[config.mk]
export PLATFORM = sky130hd
export DESIGN_NAME = gauge_cmd_status_regs
export DESIGN_NICKNAME = d
export VERILOG_FILES = /design/src/rtl/gauge_cmd_pkg.sv /design/src/rtl/gauge_cmd_status_regs.sv
export SDC_FILE = /design/constraint.sdc
export NUM_CORES = 1
export LEC_CHECK = 0
export BUFFER_PORTS_ARGS = -buffer_cell sky130_fd_sc_hd__buf_4
export CAP_MARGIN = 25
export CORE_MARGIN = 10
export CORE_UTILIZATION = 30
export DETAILED_ROUTE_END_ITERATION = 16
export GPL_TIMING_DRIVEN = 0
export HOLD_SLACK_MARGIN = 0.08
export PLACE_DENSITY = 0.63
export SLEW_MARGIN = 10
export SYNTH_ARGS = -nofsm -noshare
export SYNTH_HDL_FRONTEND = slang
export SYNTH_SLANG_ARGS = --single-unit
export TNS_END_PERCENT = 5
[constraint.sdc]
create_clock -name sys_clk_i -period 2.1 [get_ports sys_clk_i]
set_input_delay 0.21 -clock sys_clk_i [delete_from_list [all_inputs] [get_ports sys_clk_i]]
set_output_delay 0.21 -clock sys_clk_i [all_outputs]
set_load 0.01 [all_outputs]
[src/rtl/gauge_cmd_pkg.sv]
package gauge_cmd_pkg;

  // ==========================================================================
  // Register offsets (seven-bit address space).
  // ==========================================================================
  localparam logic [6:0] ADDR_COMMAND_BYTE = 7'h00;
  localparam logic [6:0] ADDR_PRIMARY_FLAGS = 7'h01;
  localparam logic [6:0] ADDR_TEMPERATURE_AND_GAUGE = 7'h02;
  localparam logic [6:0] ADDR_AVAILABLE_CHARGE_HIGH = 7'h03;
  localparam logic [6:0] ADDR_PACK_IDENTIFIER = 7'h04;
  localparam logic [6:0] ADDR_FULL_REFERENCE = 7'h05;
  localparam logic [6:0] ADDR_SECONDARY_FLAGS = 7'h06;
  localparam logic [6:0] ADDR_PIN_PULLDOWN_DETECT = 7'h07;
  localparam logic [6:0] ADDR_PIN_PULLUP_DETECT = 7'h08;
  localparam logic [6:0] ADDR_INACCURACY_COUNT = 7'h09;
  localparam logic [6:0] ADDR_BATTERY_VOLTAGE = 7'h0b;
  localparam logic [6:0] ADDR_EMPTY_THRESHOLD_SELECT = 7'h0c;
  localparam logic [6:0] ADDR_COMPENSATED_CHARGE_HIGH = 7'h0d;
  localparam logic [6:0] ADDR_COMPENSATED_CHARGE_LOW = 7'h0e;
  localparam logic [6:0] ADDR_SCALED_ENERGY_HIGH = 7'h0f;
  localparam logic [6:0] ADDR_SCALED_ENERGY_LOW = 7'h10;
  localparam logic [6:0] ADDR_AVAILABLE_CHARGE_LOW = 7'h17;
  localparam logic [6:0] ADDR_SOFT_RESET = 7'h39;

  // ==========================================================================
  // Field positions.
  // ==========================================================================
  localparam int CMD_WRITE_BIT = 7;
  localparam int SOFT_RESET_BIT = 7;
  localparam int FLAG_CHARGE_ACTIVE = 7;
  localparam int FLAG_BATTERY_REPLACED = 6;
  localparam int FLAG_CAPACITY_INACCURATE = 4;
  localparam int FLAG_VALID_DISCHARGE = 3;
  localparam int FLAG_FIRST_EMPTY = 1;
  localparam int FLAG_FINAL_EMPTY = 0;

  // ==========================================================================
  // Values after reset and counts.
  // ==========================================================================
  localparam logic [7:0] THRESHOLD_RESET = 8'h00;
  localparam logic [7:0] PACK_ID_RESET = 8'h00;
  localparam logic [7:0] INACCURACY_LIMIT = 8'h40;
  localparam logic [7:0] INACCURACY_MAX = 8'hff;
  localparam int CLK_HZ = 200_000_000;
  localparam int BLINK_HZ = 4;
  localparam int BLINK_HALF_CYCLES = CLK_HZ / (2 * BLINK_HZ);
  localparam int BLINK_W = 25;

  // ==========================================================================
  // Carriers.
  // ==========================================================================
  // Events and levels reported by the counting and measuring logic.
  typedef struct packed {
    logic sense_above_qualify;
    logic discharge_active;
    logic discharge_start;
    logic valid_charge;
    logic charge_counts_256;
    logic available_at_full;
    logic full_ref_update;
    logic self_discharge_over;
    logic below_zero_c;
    logic overload;
  } gauge_events_t;

  // Register contents owned by other logic, returned on reads.
  typedef struct packed {
    logic [7:0] temperature_and_gauge;
    logic [7:0] available_charge_high;
    logic [7:0] full_reference;
    logic [7:0] secondary_flags;
    logic [7:0] pin_pulldown_detect;
    logic [7:0] pin_pullup_detect;
    logic [7:0] battery_voltage;
    logic [7:0] compensated_charge_high;
    logic [7:0] compensated_charge_low;
    logic [7:0] scaled_energy_high;
    logic [7:0] scaled_energy_low;
    logic [7:0] available_charge_low;
  } gauge_regs_t;

  // Write strobes toward the counting logic.
  typedef struct packed {
    logic available_charge_wr;
    logic full_reference_wr;
    logic [7:0] data;
  } counter_write_t;

  typedef enum logic {ST_COMMAND, ST_DATA} link_state_t;

endpackage

[src/rtl/gauge_cmd_status_regs.sv]
`timescale 1ns/1ps
// Overview of operation
// - Command bit 7 picks write or read.
// - Low seven bits address; bad writes ignored.
// - Command taken only after full byte.
// - Charge flag follows qualify, cleared by discharge.
// - Replaced flag set on reset, cleared by charge.
// - Inaccurate flag at 64th charge or reset.
// - Valid discharge flag set starting from full.
// - Valid discharge cleared by four conditions.
// - First warning below threshold, under 2C, latched.
// - First warning blinks first segment at 4Hz.
// - Final warning 50mV lower, latched.
// - Final warning turns off all segments.
// - Reset register bit 7 resets device.
// - Bytes travel LSB first, slow link.
// - Break restarts interface, awaits new command.
module gauge_cmd_status_regs
  import gauge_cmd_pkg::*;
#(
  parameter int BLINK_HALF = BLINK_HALF_CYCLES,
  parameter logic [7:0] FINAL_OFFSET_CODE = 8'h05
) (
  input wire logic sys_clk_i,
  input wire logic srst_i,
  input wire logic [7:0] rx_byte_i,
  input wire logic rx_valid_i,
  input wire logic break_i,
  input wire gauge_events_t events_i,
  input wire gauge_regs_t regs_i,
  input wire logic display_enable_i,
  input wire logic [4:0] segment_pattern_i,
  output logic [7:0] tx_byte_o,
  output logic tx_valid_o,
  output counter_write_t counter_write_o,
  output logic soft_reset_o,
  output logic [7:0] primary_flags_o,
  output logic [7:0] empty_threshold_o,
  output logic [4:0] led_segment_o
);

  // ==========================================================================
  // Parameter checks
  // ==========================================================================
  // The blink counter must be able to hold the half period.
  if (BLINK_HALF < 1 || BLINK_HALF >= (1 << BLINK_W)) begin
    $error("Blink half period does not fit the counter.");
  end

  // ==========================================================================
  // Declarations
  // ==========================================================================
  link_state_t state_reg; // Waiting for a command or for write data.
  logic [6:0] addr_reg; // Target address latched from the command.
  logic [7:0] tx_byte_reg; // Byte handed to the serialiser.
  logic tx_valid_reg; // One-cycle pulse with the returned byte.
  counter_write_t cw_reg; // Write strobes to the counting logic.
  logic soft_reset_reg; // One-cycle pulse after a reset write.
  logic [7:0] pack_id_reg; // Pack identifier, kept here.
  logic [7:0] threshold_reg; // Empty threshold select, kept here.
  logic [7:0] inaccuracy_reg; // Valid charges since last update.
  logic charge_active_reg; // Primary flag bit 7.
  logic replaced_reg; // Primary flag bit 6.
  logic inaccurate_reg; // Primary flag bit 4.
  logic valid_dis_reg; // Primary flag bit 3.
  logic first_empty_reg; // Primary flag bit 1.
  logic final_empty_reg; // Primary flag bit 0.
  logic [BLINK_W-1:0] blink_cnt_reg; // Divider for the blink rate.
  logic blink_phase_reg; // Segment visible while high.
  logic [4:0] led_reg; // Registered segment drive.
  logic any_reset; // Hard reset or reset written over the link.
  logic [7:0] flags; // Assembled primary flags.
  logic first_cross; // Voltage below the first threshold.
  logic final_cross; // Voltage below the final threshold.
  logic write_cmd; // Command byte asks for a write.
  logic data_write; // Data byte arrives for a write.

  // ==========================================================================
  // Helper functions
  // ==========================================================================
  // Addresses that accept a write.
  function automatic logic is_writable(input logic [6:0] a);
    is_writable = (a == ADDR_AVAILABLE_CHARGE_HIGH) ||
                  (a == ADDR_PACK_IDENTIFIER) ||
                  (a == ADDR_FULL_REFERENCE) ||
                  (a == ADDR_EMPTY_THRESHOLD_SELECT) ||
                  (a == ADDR_SOFT_RESET);
  endfunction

  // Read multiplexer; unmapped and write-only addresses return zero.
  function automatic logic [7:0] read_reg(input logic [6:0] a,
                                          input logic [7:0] fl);
    unique case (a)
      ADDR_PRIMARY_FLAGS: read_reg = fl;
      ADDR_TEMPERATURE_AND_GAUGE: read_reg = regs_i.temperature_and_gauge;
      ADDR_AVAILABLE_CHARGE_HIGH: read_reg = regs_i.available_charge_high;
      ADDR_PACK_IDENTIFIER: read_reg = pack_id_reg;
      ADDR_FULL_REFERENCE: read_reg = regs_i.full_reference;
      ADDR_SECONDARY_FLAGS: read_reg = regs_i.secondary_flags;
      ADDR_PIN_PULLDOWN_DETECT: read_reg = regs_i.pin_pulldown_detect;
      ADDR_PIN_PULLUP_DETECT: read_reg = regs_i.pin_pullup_detect;
      ADDR_INACCURACY_COUNT: read_reg = inaccuracy_reg;
      ADDR_BATTERY_VOLTAGE: read_reg = regs_i.battery_voltage;
      ADDR_EMPTY_THRESHOLD_SELECT: read_reg = threshold_reg;
      ADDR_COMPENSATED_CHARGE_HIGH: read_reg = regs_i.compensated_charge_high;
      ADDR_COMPENSATED_CHARGE_LOW: read_reg = regs_i.compensated_charge_low;
      ADDR_SCALED_ENERGY_HIGH: read_reg = regs_i.scaled_energy_high;
      ADDR_SCALED_ENERGY_LOW: read_reg = regs_i.scaled_energy_low;
      ADDR_AVAILABLE_CHARGE_LOW: read_reg = regs_i.available_charge_low;
      default: read_reg = 8'h00;
    endcase
  endfunction

  // ==========================================================================
  // Combinational decode
  // ==========================================================================
  // The serialiser delivers whole bytes, assembled least significant bit
  // first, and raises the strobe only once all eight bits are in.
  always_comb begin
    any_reset = srst_i || soft_reset_reg;
    write_cmd = rx_valid_i && (state_reg == ST_COMMAND) &&
                rx_byte_i[CMD_WRITE_BIT];
    data_write = rx_valid_i && (state_reg == ST_DATA) &&
                 is_writable(addr_reg);
    // Unused positions 5 and 2 are tied to zero.
    flags = 8'h00;
    flags[FLAG_CHARGE_ACTIVE] = charge_active_reg;
    flags[FLAG_BATTERY_REPLACED] = replaced_reg;
    flags[FLAG_CAPACITY_INACCURATE] = inaccurate_reg;
    flags[FLAG_VALID_DISCHARGE] = valid_dis_reg;
    flags[FLAG_FIRST_EMPTY] = first_empty_reg;
    flags[FLAG_FINAL_EMPTY] = final_empty_reg;
    // The final threshold is compared at nine bits so the offset cannot wrap.
    first_cross = (regs_i.battery_voltage < threshold_reg) &&
                  !events_i.overload;
    final_cross = (({1'b0, regs_i.battery_voltage} +
                    {1'b0, FINAL_OFFSET_CODE}) < {1'b0, threshold_reg}) &&
                  !events_i.overload;
  end

  // ==========================================================================
  // Command sequencing
  // ==========================================================================
  // A command either returns a byte at once or waits for one data byte.
  // A break abandons any half-done write.
  always_ff @(posedge sys_clk_i) begin
    if (srst_i || break_i) begin
      state_reg <= ST_COMMAND;
      addr_reg <= 7'h00;
    end else if (rx_valid_i) begin
      unique case (state_reg)
        ST_COMMAND: begin
          addr_reg <= rx_byte_i[6:0];
          state_reg <= write_cmd ? ST_DATA : ST_COMMAND;
        end
        ST_DATA: state_reg <= ST_COMMAND;
      endcase
    end
  end

  // Read answers: one byte and a one-cycle valid pulse.
  always_ff @(posedge sys_clk_i) begin
    if (srst_i || break_i) begin
      tx_byte_reg <= 8'h00;
      tx_valid_reg <= 1'b0;
    end else begin
      tx_valid_reg <= 1'b0;
      if (rx_valid_i && (state_reg == ST_COMMAND) &&
          !rx_byte_i[CMD_WRITE_BIT]) begin
        tx_byte_reg <= read_reg(rx_byte_i[6:0], flags);
        tx_valid_reg <= 1'b1;
      end
    end
  end

  // ==========================================================================
  // Writable registers
  // ==========================================================================
  // Local registers take their byte; counter registers get a strobe.
  always_ff @(posedge sys_clk_i) begin
    if (srst_i) begin
      pack_id_reg <= PACK_ID_RESET;
      threshold_reg <= THRESHOLD_RESET;
      cw_reg <= '0;
      soft_reset_reg <= 1'b0;
    end else begin
      cw_reg.available_charge_wr <= 1'b0;
      cw_reg.full_reference_wr <= 1'b0;
      soft_reset_reg <= 1'b0;
      if (data_write) begin
        cw_reg.data <= rx_byte_i;
        unique case (addr_reg)
          ADDR_PACK_IDENTIFIER: pack_id_reg <= rx_byte_i;
          ADDR_EMPTY_THRESHOLD_SELECT: threshold_reg <= rx_byte_i;
          ADDR_AVAILABLE_CHARGE_HIGH: cw_reg.available_charge_wr <= 1'b1;
          ADDR_FULL_REFERENCE: cw_reg.full_reference_wr <= 1'b1;
          ADDR_SOFT_RESET:
            soft_reset_reg <= rx_byte_i[SOFT_RESET_BIT];
          default: cw_reg.data <= rx_byte_i;
        endcase
      end
    end
  end

  // ==========================================================================
  // Primary status flags
  // ==========================================================================
  // Charge flag tracks the qualified sense level, held clear while discharge is active.
  always_ff @(posedge sys_clk_i) begin
    if (any_reset) begin
      charge_active_reg <= 1'b0;
    end else begin
      charge_active_reg <= events_i.sense_above_qualify &&
                           !events_i.discharge_active;
    end
  end

  // Valid charges since the last full-reference update, saturating.
  always_ff @(posedge sys_clk_i) begin
    if (any_reset || events_i.full_ref_update) begin
      inaccuracy_reg <= 8'h00;
    end else if (events_i.valid_charge && inaccuracy_reg != INACCURACY_MAX) begin
      inaccuracy_reg <= inaccuracy_reg + 8'h01;
    end
  end

  // Replaced and inaccurate flags; both are set by any reset.
  always_ff @(posedge sys_clk_i) begin
    if (any_reset) begin
      replaced_reg <= 1'b1;
      inaccurate_reg <= 1'b1;
    end else begin
      if (events_i.valid_charge &&
          (events_i.available_at_full || first_empty_reg)) begin
        replaced_reg <= 1'b0;
      end
      if (events_i.full_ref_update) begin
        inaccurate_reg <= 1'b0;
      end
      // The count reaching 64 sets the flag and wins over an update.
      if (events_i.valid_charge &&
          inaccuracy_reg == INACCURACY_LIMIT - 8'h01) begin
        inaccurate_reg <= 1'b1;
      end
    end
  end

  // Valid discharge flag; a discharge starting from full sets it, and the
  // start wins over any clearing condition in the same cycle.
  always_ff @(posedge sys_clk_i) begin
    if (any_reset) begin
      valid_dis_reg <= 1'b0;
    end else if (events_i.discharge_start && events_i.available_at_full) begin
      valid_dis_reg <= 1'b1;
    end else if (events_i.full_ref_update || events_i.self_discharge_over ||
                 events_i.charge_counts_256 ||
                 (first_cross && !first_empty_reg &&
                  events_i.below_zero_c)) begin
      valid_dis_reg <= 1'b0;
    end
  end

  // End-of-discharge warnings latch until a valid charge; setting wins.
  always_ff @(posedge sys_clk_i) begin
    if (any_reset) begin
      first_empty_reg <= 1'b0;
      final_empty_reg <= 1'b0;
    end else begin
      if (first_cross) begin
        first_empty_reg <= 1'b1;
      end else if (events_i.valid_charge) begin
        first_empty_reg <= 1'b0;
      end
      if (final_cross) begin
        final_empty_reg <= 1'b1;
      end else if (events_i.valid_charge) begin
        final_empty_reg <= 1'b0;
      end
    end
  end

  // ==========================================================================
  // Segment drive
  // ==========================================================================
  // Divider toggling the blink phase at twice the blink rate.
  always_ff @(posedge sys_clk_i) begin
    if (srst_i || !first_empty_reg) begin
      blink_cnt_reg <= '0;
      blink_phase_reg <= 1'b1;
    end else if (blink_cnt_reg == BLINK_W'(BLINK_HALF - 1)) begin
      blink_cnt_reg <= '0;
      blink_phase_reg <= !blink_phase_reg;
    end else begin
      blink_cnt_reg <= blink_cnt_reg + BLINK_W'(1);
    end
  end

  // Final warning blanks everything; first warning gates segment one.
  always_ff @(posedge sys_clk_i) begin
    if (srst_i) begin
      led_reg <= 5'h00;
    end else if (final_empty_reg || !display_enable_i) begin
      led_reg <= 5'h00;
    end else begin
      led_reg <= segment_pattern_i;
      led_reg[0] <= segment_pattern_i[0] &&
                    (!first_empty_reg || blink_phase_reg);
    end
  end

  assign tx_byte_o = tx_byte_reg;
  assign tx_valid_o = tx_valid_reg;
  assign counter_write_o = cw_reg;
  assign soft_reset_o = soft_reset_reg;
  assign primary_flags_o = flags;
  assign empty_threshold_o = threshold_reg;
  assign led_segment_o = led_reg;

  // ==========================================================================
  // Assertions
  // ==========================================================================
  AST_READ_ANSWERS: assert property (
    @(posedge sys_clk_i) disable iff (srst_i)
    (rx_valid_i && !break_i && state_reg == ST_COMMAND && !rx_byte_i[7])
    |=> tx_valid_o && tx_byte_o == $past(read_reg(rx_byte_i[6:0], flags)))
    else $error("Read command did not answer next cycle.");
  AST_WRITE_WAITS: assert property (
    @(posedge sys_clk_i) disable iff (srst_i)
    (write_cmd && !break_i) |=> state_reg == ST_DATA && !tx_valid_o)
    else $error("Write command did not wait for data.");
  AST_BAD_WRITE_IGNORED: assert property (
    @(posedge sys_clk_i) disable iff (srst_i)
    (rx_valid_i && state_reg == ST_DATA && !is_writable(addr_reg))
    |=> $stable(pack_id_reg) && $stable(threshold_reg) && !soft_reset_o)
    else $error("Write to invalid address had an effect.");
  AST_ANSWER_NEEDS_BYTE: assert property (
    @(posedge sys_clk_i) disable iff (srst_i)
    tx_valid_o |-> $past(rx_valid_i))
    else $error("Answer without a received byte.");
  AST_CHARGE_FLAG: assert property (
    @(posedge sys_clk_i) disable iff (any_reset)
    events_i.discharge_active |=> !flags[FLAG_CHARGE_ACTIVE])
    else $error("Charge flag set during discharge.");
  AST_RESET_FLAGS: assert property (
    @(posedge sys_clk_i)
    soft_reset_o |=> flags[FLAG_BATTERY_REPLACED] &&
                     flags[FLAG_CAPACITY_INACCURATE] &&
                     !flags[FLAG_FIRST_EMPTY])
    else $error("Reset did not set replaced and inaccurate flags.");
  AST_VALID_DIS_CLEAR: assert property (
    @(posedge sys_clk_i) disable iff (any_reset)
    (events_i.self_discharge_over && !events_i.discharge_start)
    |=> !flags[FLAG_VALID_DISCHARGE])
    else $error("Valid discharge flag not cleared.");
  AST_FIRST_WARN: assert property (
    @(posedge sys_clk_i) disable iff (any_reset)
    first_cross |=> flags[FLAG_FIRST_EMPTY])
    else $error("First warning not raised below threshold.");
  AST_SEG_OFF: assert property (
    @(posedge sys_clk_i) disable iff (srst_i)
    final_empty_reg |=> led_segment_o == 5'h00)
    else $error("Segments driven during final warning.");
  AST_UNUSED_ZERO: assert property (
    @(posedge sys_clk_i) disable iff (srst_i)
    (tx_valid_o && $past(rx_byte_i[6:0]) == ADDR_PRIMARY_FLAGS)
    |-> tx_byte_o[5] == 1'b0 && tx_byte_o[2] == 1'b0)
    else $error("Unused flag bits read nonzero.");

endmodule

==> summary.txt <==
Global routing
  • Largest net degree at the start of global routing: 17
  • Vias in the first global route: 5321
  • Grt ovf: 0
  • Total track usage: 0.170
  • Global-route wire length before repair: ~32000 um
  • Antenna violations before repair: 0

Floorplan
  • Area of the core: around 17000 um^2
  • Cell row count: between 40 and 50
  • Die Footprint: 23100 um^2
  • Top-level I/O count: 165
  • Effective utilization at floorplan: 0.304
  • Chip width: roughly 150 um
  • Vert. Die Dim: about 150 um

Route
  • DRC violation count after routing: 0
  • Total via count after detailed routing: 5376
  • Iter 0 DRT Violations: about 380
  • Total Routed Length: 20400 um
  • Pre-antenna DRT Iters: 6
  • Routed via count divided by cell count: roughly 5.2
  • Wire per inst: 19.9 um
  • Number of antenna-violating nets in the routed design: 0

Setup path
  • Worst path required time: 2.38 ns
  • Data arrival at the endpoint of the critical path: 2.36 ns
  • CP Capture Type: flop
  • Kind of start point of the critical path: input port
  • Crit-path max FO: 10
  • FF-to-FF path depth: 8
  • Kind of critical path: input port to flop

STA
  • Slew at the pin closest to its max-slew limit: 0.689 ns
  • Number of pins with negative max-slew slack in the final report: 0
  • Maximum operating frequency: approximately 480 MHz
  • Post-route minimum period: 2.09 ns
  • Final Cycle Share: 0.993
  • Number of hold-slack violations in the final timing report: 0
  • Worst hold margin: 0.0956 ns
  • RSZ-0062 raised after global routing: no
  • Setup violation total in the final timing report: 0
  • Relative slew slack: 0.541
  • Clock Skews: roughly 0.0069 ns

Layout
  • Layout Cell Area excl Fill: 7060 um^2
  • Layout cells sized above 1: 0.276
  • Area delta synth->final: 35.1%
  • Non-filler instance count after layout: 1029
  • Most common cell after layout, fill and taps aside: sky130_fd_sc_hd__buf_4
  • Ant diodes: 0
  • Largest register FFs: 25
  • Most frequent cells in the layout: sky130_fd_sc_hd__buf_4 (170), sky130_fd_sc_hd__dfxtp_1 (88), sky130_fd_sc_hd__nor2_1 (84)
  • Final net count: 940
  • Number of filler cells placed in the layout: 1780

Outcome
  • Result of the run: complete, no violations

Place
  • Dpl hpwl: 16000 um
  • Post-place instance area: 6710 um^2
  • Last weighted congestion value of the routability-driven placer: ~1
  • Number of input and output port buffers inserted: 159
  • Total instance count after detailed placement: 1009

Job
  • Max-Cap Viols: 0

Power
  • Power density normalized to cell area: 554 nW/um^2
  • Total leakage power: 2.79 nW
  • Worst IR drop on VDD: between 400 and 500 uV

Clocking
  • Clock Sinks: 89
  • Clock insertion delay at the later pin of the skew report: 0.35 ns
  • Number of buffers created by CTS: 9
  • Clock root buffer: sky130_fd_sc_hd__clkbuf_16
  • Post-CTS setup repair buffer count: 0
  • Clock transition at the register clock pins on the worst setup and hold paths after CTS: 0.07 ns
  • CTS tree: done
  • Buffers from clock root to sink, at most: 2
  • Count of H-tree levels built during CTS: 3

Logic synthesis
  • Number of different library cells in the post-synthesis netlist: 68
  • Count of flip-flops with a built-in enable after synthesis: 0
  • Number of warnings reported in the yosys synthesis log: 0
  • Share of async-settable or async-resettable flops after synthesis: 0
  • Number of register bits inferred by synthesis: 89
  • Synthesized netlist cell count: 624
  • Netlist Area Pre-Place: 5230 um^2
  • Main synth FF type: sky130_fd_sc_hd__dfxtp_1
  • Sequential share of the synthesized area: 0.341
  • Post-synthesis average cell area: 8.38 um^2

Worst hold path
  • Worst Hold Class: input port to flop
  • Instance count along the most critical hold path: 2
-- power by group --
| group | switching, W | internal, W | leakage (nW) |
|---|---|---|---|
| clock | 0.000733 | 0.000852 | 0.141 |
| sequential | 0.0000182 | 0.00171 | 0.720 |
| combinational | 0.000301 | 0.000302 | 1.93 |
-- cells in the mapped netlist, drive strengths merged (13+ instances only) --
| cell | number | area [um^2] |
|---|---|---|
| nand3 | 19 | 95.1 |
| nor2 | 85 | 327 |
| mux2i | 27 | 270 |
| nand4 | 13 | 81.3 |
| o21ai | 16 | 80.1 |
| nand2 | 44 | 165 |
| a22oi | 33 | 248 |
| buf | 28 | 179 |
| and3 | 14 | 87.6 |
| ha | 17 | 213 |
| clkbuf | 19 | 71.3 |
| xnor2 | 15 | 131 |
| dfxtp | 89 | 1780 |
| xor2 | 19 | 166 |
| a21oi | 31 | 155 |
-- critical path: stages --
cell,delay [ns]
sky130_fd_sc_hd__clkbuf_1,0.27
sky130_fd_sc_hd__or3_1,0.41
sky130_fd_sc_hd__buf_6,0.16
sky130_fd_sc_hd__nor3b_4,0.34
sky130_fd_sc_hd__buf_6,0.20
sky130_fd_sc_hd__a22oi_1,0.07
sky130_fd_sc_hd__o22ai_1,0.33
sky130_fd_sc_hd__a311oi_1,0.14
sky130_fd_sc_hd__a211oi_2,0.23
-- path summary, 6_finish.rpt --
check,from,to,slack [ns]
hold reg to reg,replaced_reg$_SDFFE_PP1P_,replaced_reg$_SDFFE_PP1P_,0.47
hold / removal,segment_pattern_i[0],led_segment_o[0]$_SDFF_PP0_,0.1
setup / recovery,rx_byte_i[6],tx_byte_o[3]$_SDFFE_PP0P_,0.01
setup reg to reg,state_reg$_SDFFE_PP0P_,tx_byte_o[7]$_SDFFE_PP0P_,0.08
-- what timing repair did --
| item | CTS | global route |
|---|---|---|
| endpoints found under the setup margin | 22 | 24 |
| hold endpoints to repair | 5 | 0 |
| gates resized for setup | 3 | 7 |
| hold buffers | 5 | 0 |
| cloned | 0 | 0 |
| pin swaps | 0 | 0 |
-- area by class of cell --
cell class	instances	area, um^2	share of cell area
clock inverter	6	50.0	0.00709
inverter	9	33.8	0.00478
sequential	89	1780	0.252
timing repair buffer	164	1240	0.176
tap	225	282	0.0399
clock buffer	10	239	0.0338
multi-input combinational	480	3180	0.450
buffer	46	251	0.0356
-- per-stage QoR --
stage	utilization	setup TNS (ns)	setup WS, ns	power [W]
finish	0.411	0	0.0149	0.00391
global route	0.411	0	0.00664	0.00408
CTS	0.411	-0.752	-0.0465	0.00394
detailed placement	0.390	-2.02	-0.375	0.00235
global placement	0.390	-1.93	-0.364	0.00235
floorplan	-	0	0.249	0.00203
-- per-layer routing --
metal	share of wire	vias to the layer above	GRT usage	wire length [um]
met1	0.43	2500	0.213	8760
met3	0.081	26	0.0471	1660
met5	0	-	0	0
li1	-	2625	-	-
met4	0.022	0	0.0536	448
met2	0.47	225	0.276	9570
-- cell families (layout without fill, tap and decap cells) --
logic type,count (synthesis),in the layout,synth area share
multiplexers,34,34,0.0668
buffers and inverters,56,235,0.0543
other,1,2,0.000717
AO/OA/AOI/OAI,147,147,0.197
AND/OR/NAND/NOR,246,246,0.243
adder cells (fa/ha/maj),17,17,0.0407
flip-flops,89,89,0.341
XOR/XNOR,34,34,0.0570
No activity file was read; power rests on OpenSTA's default activity.
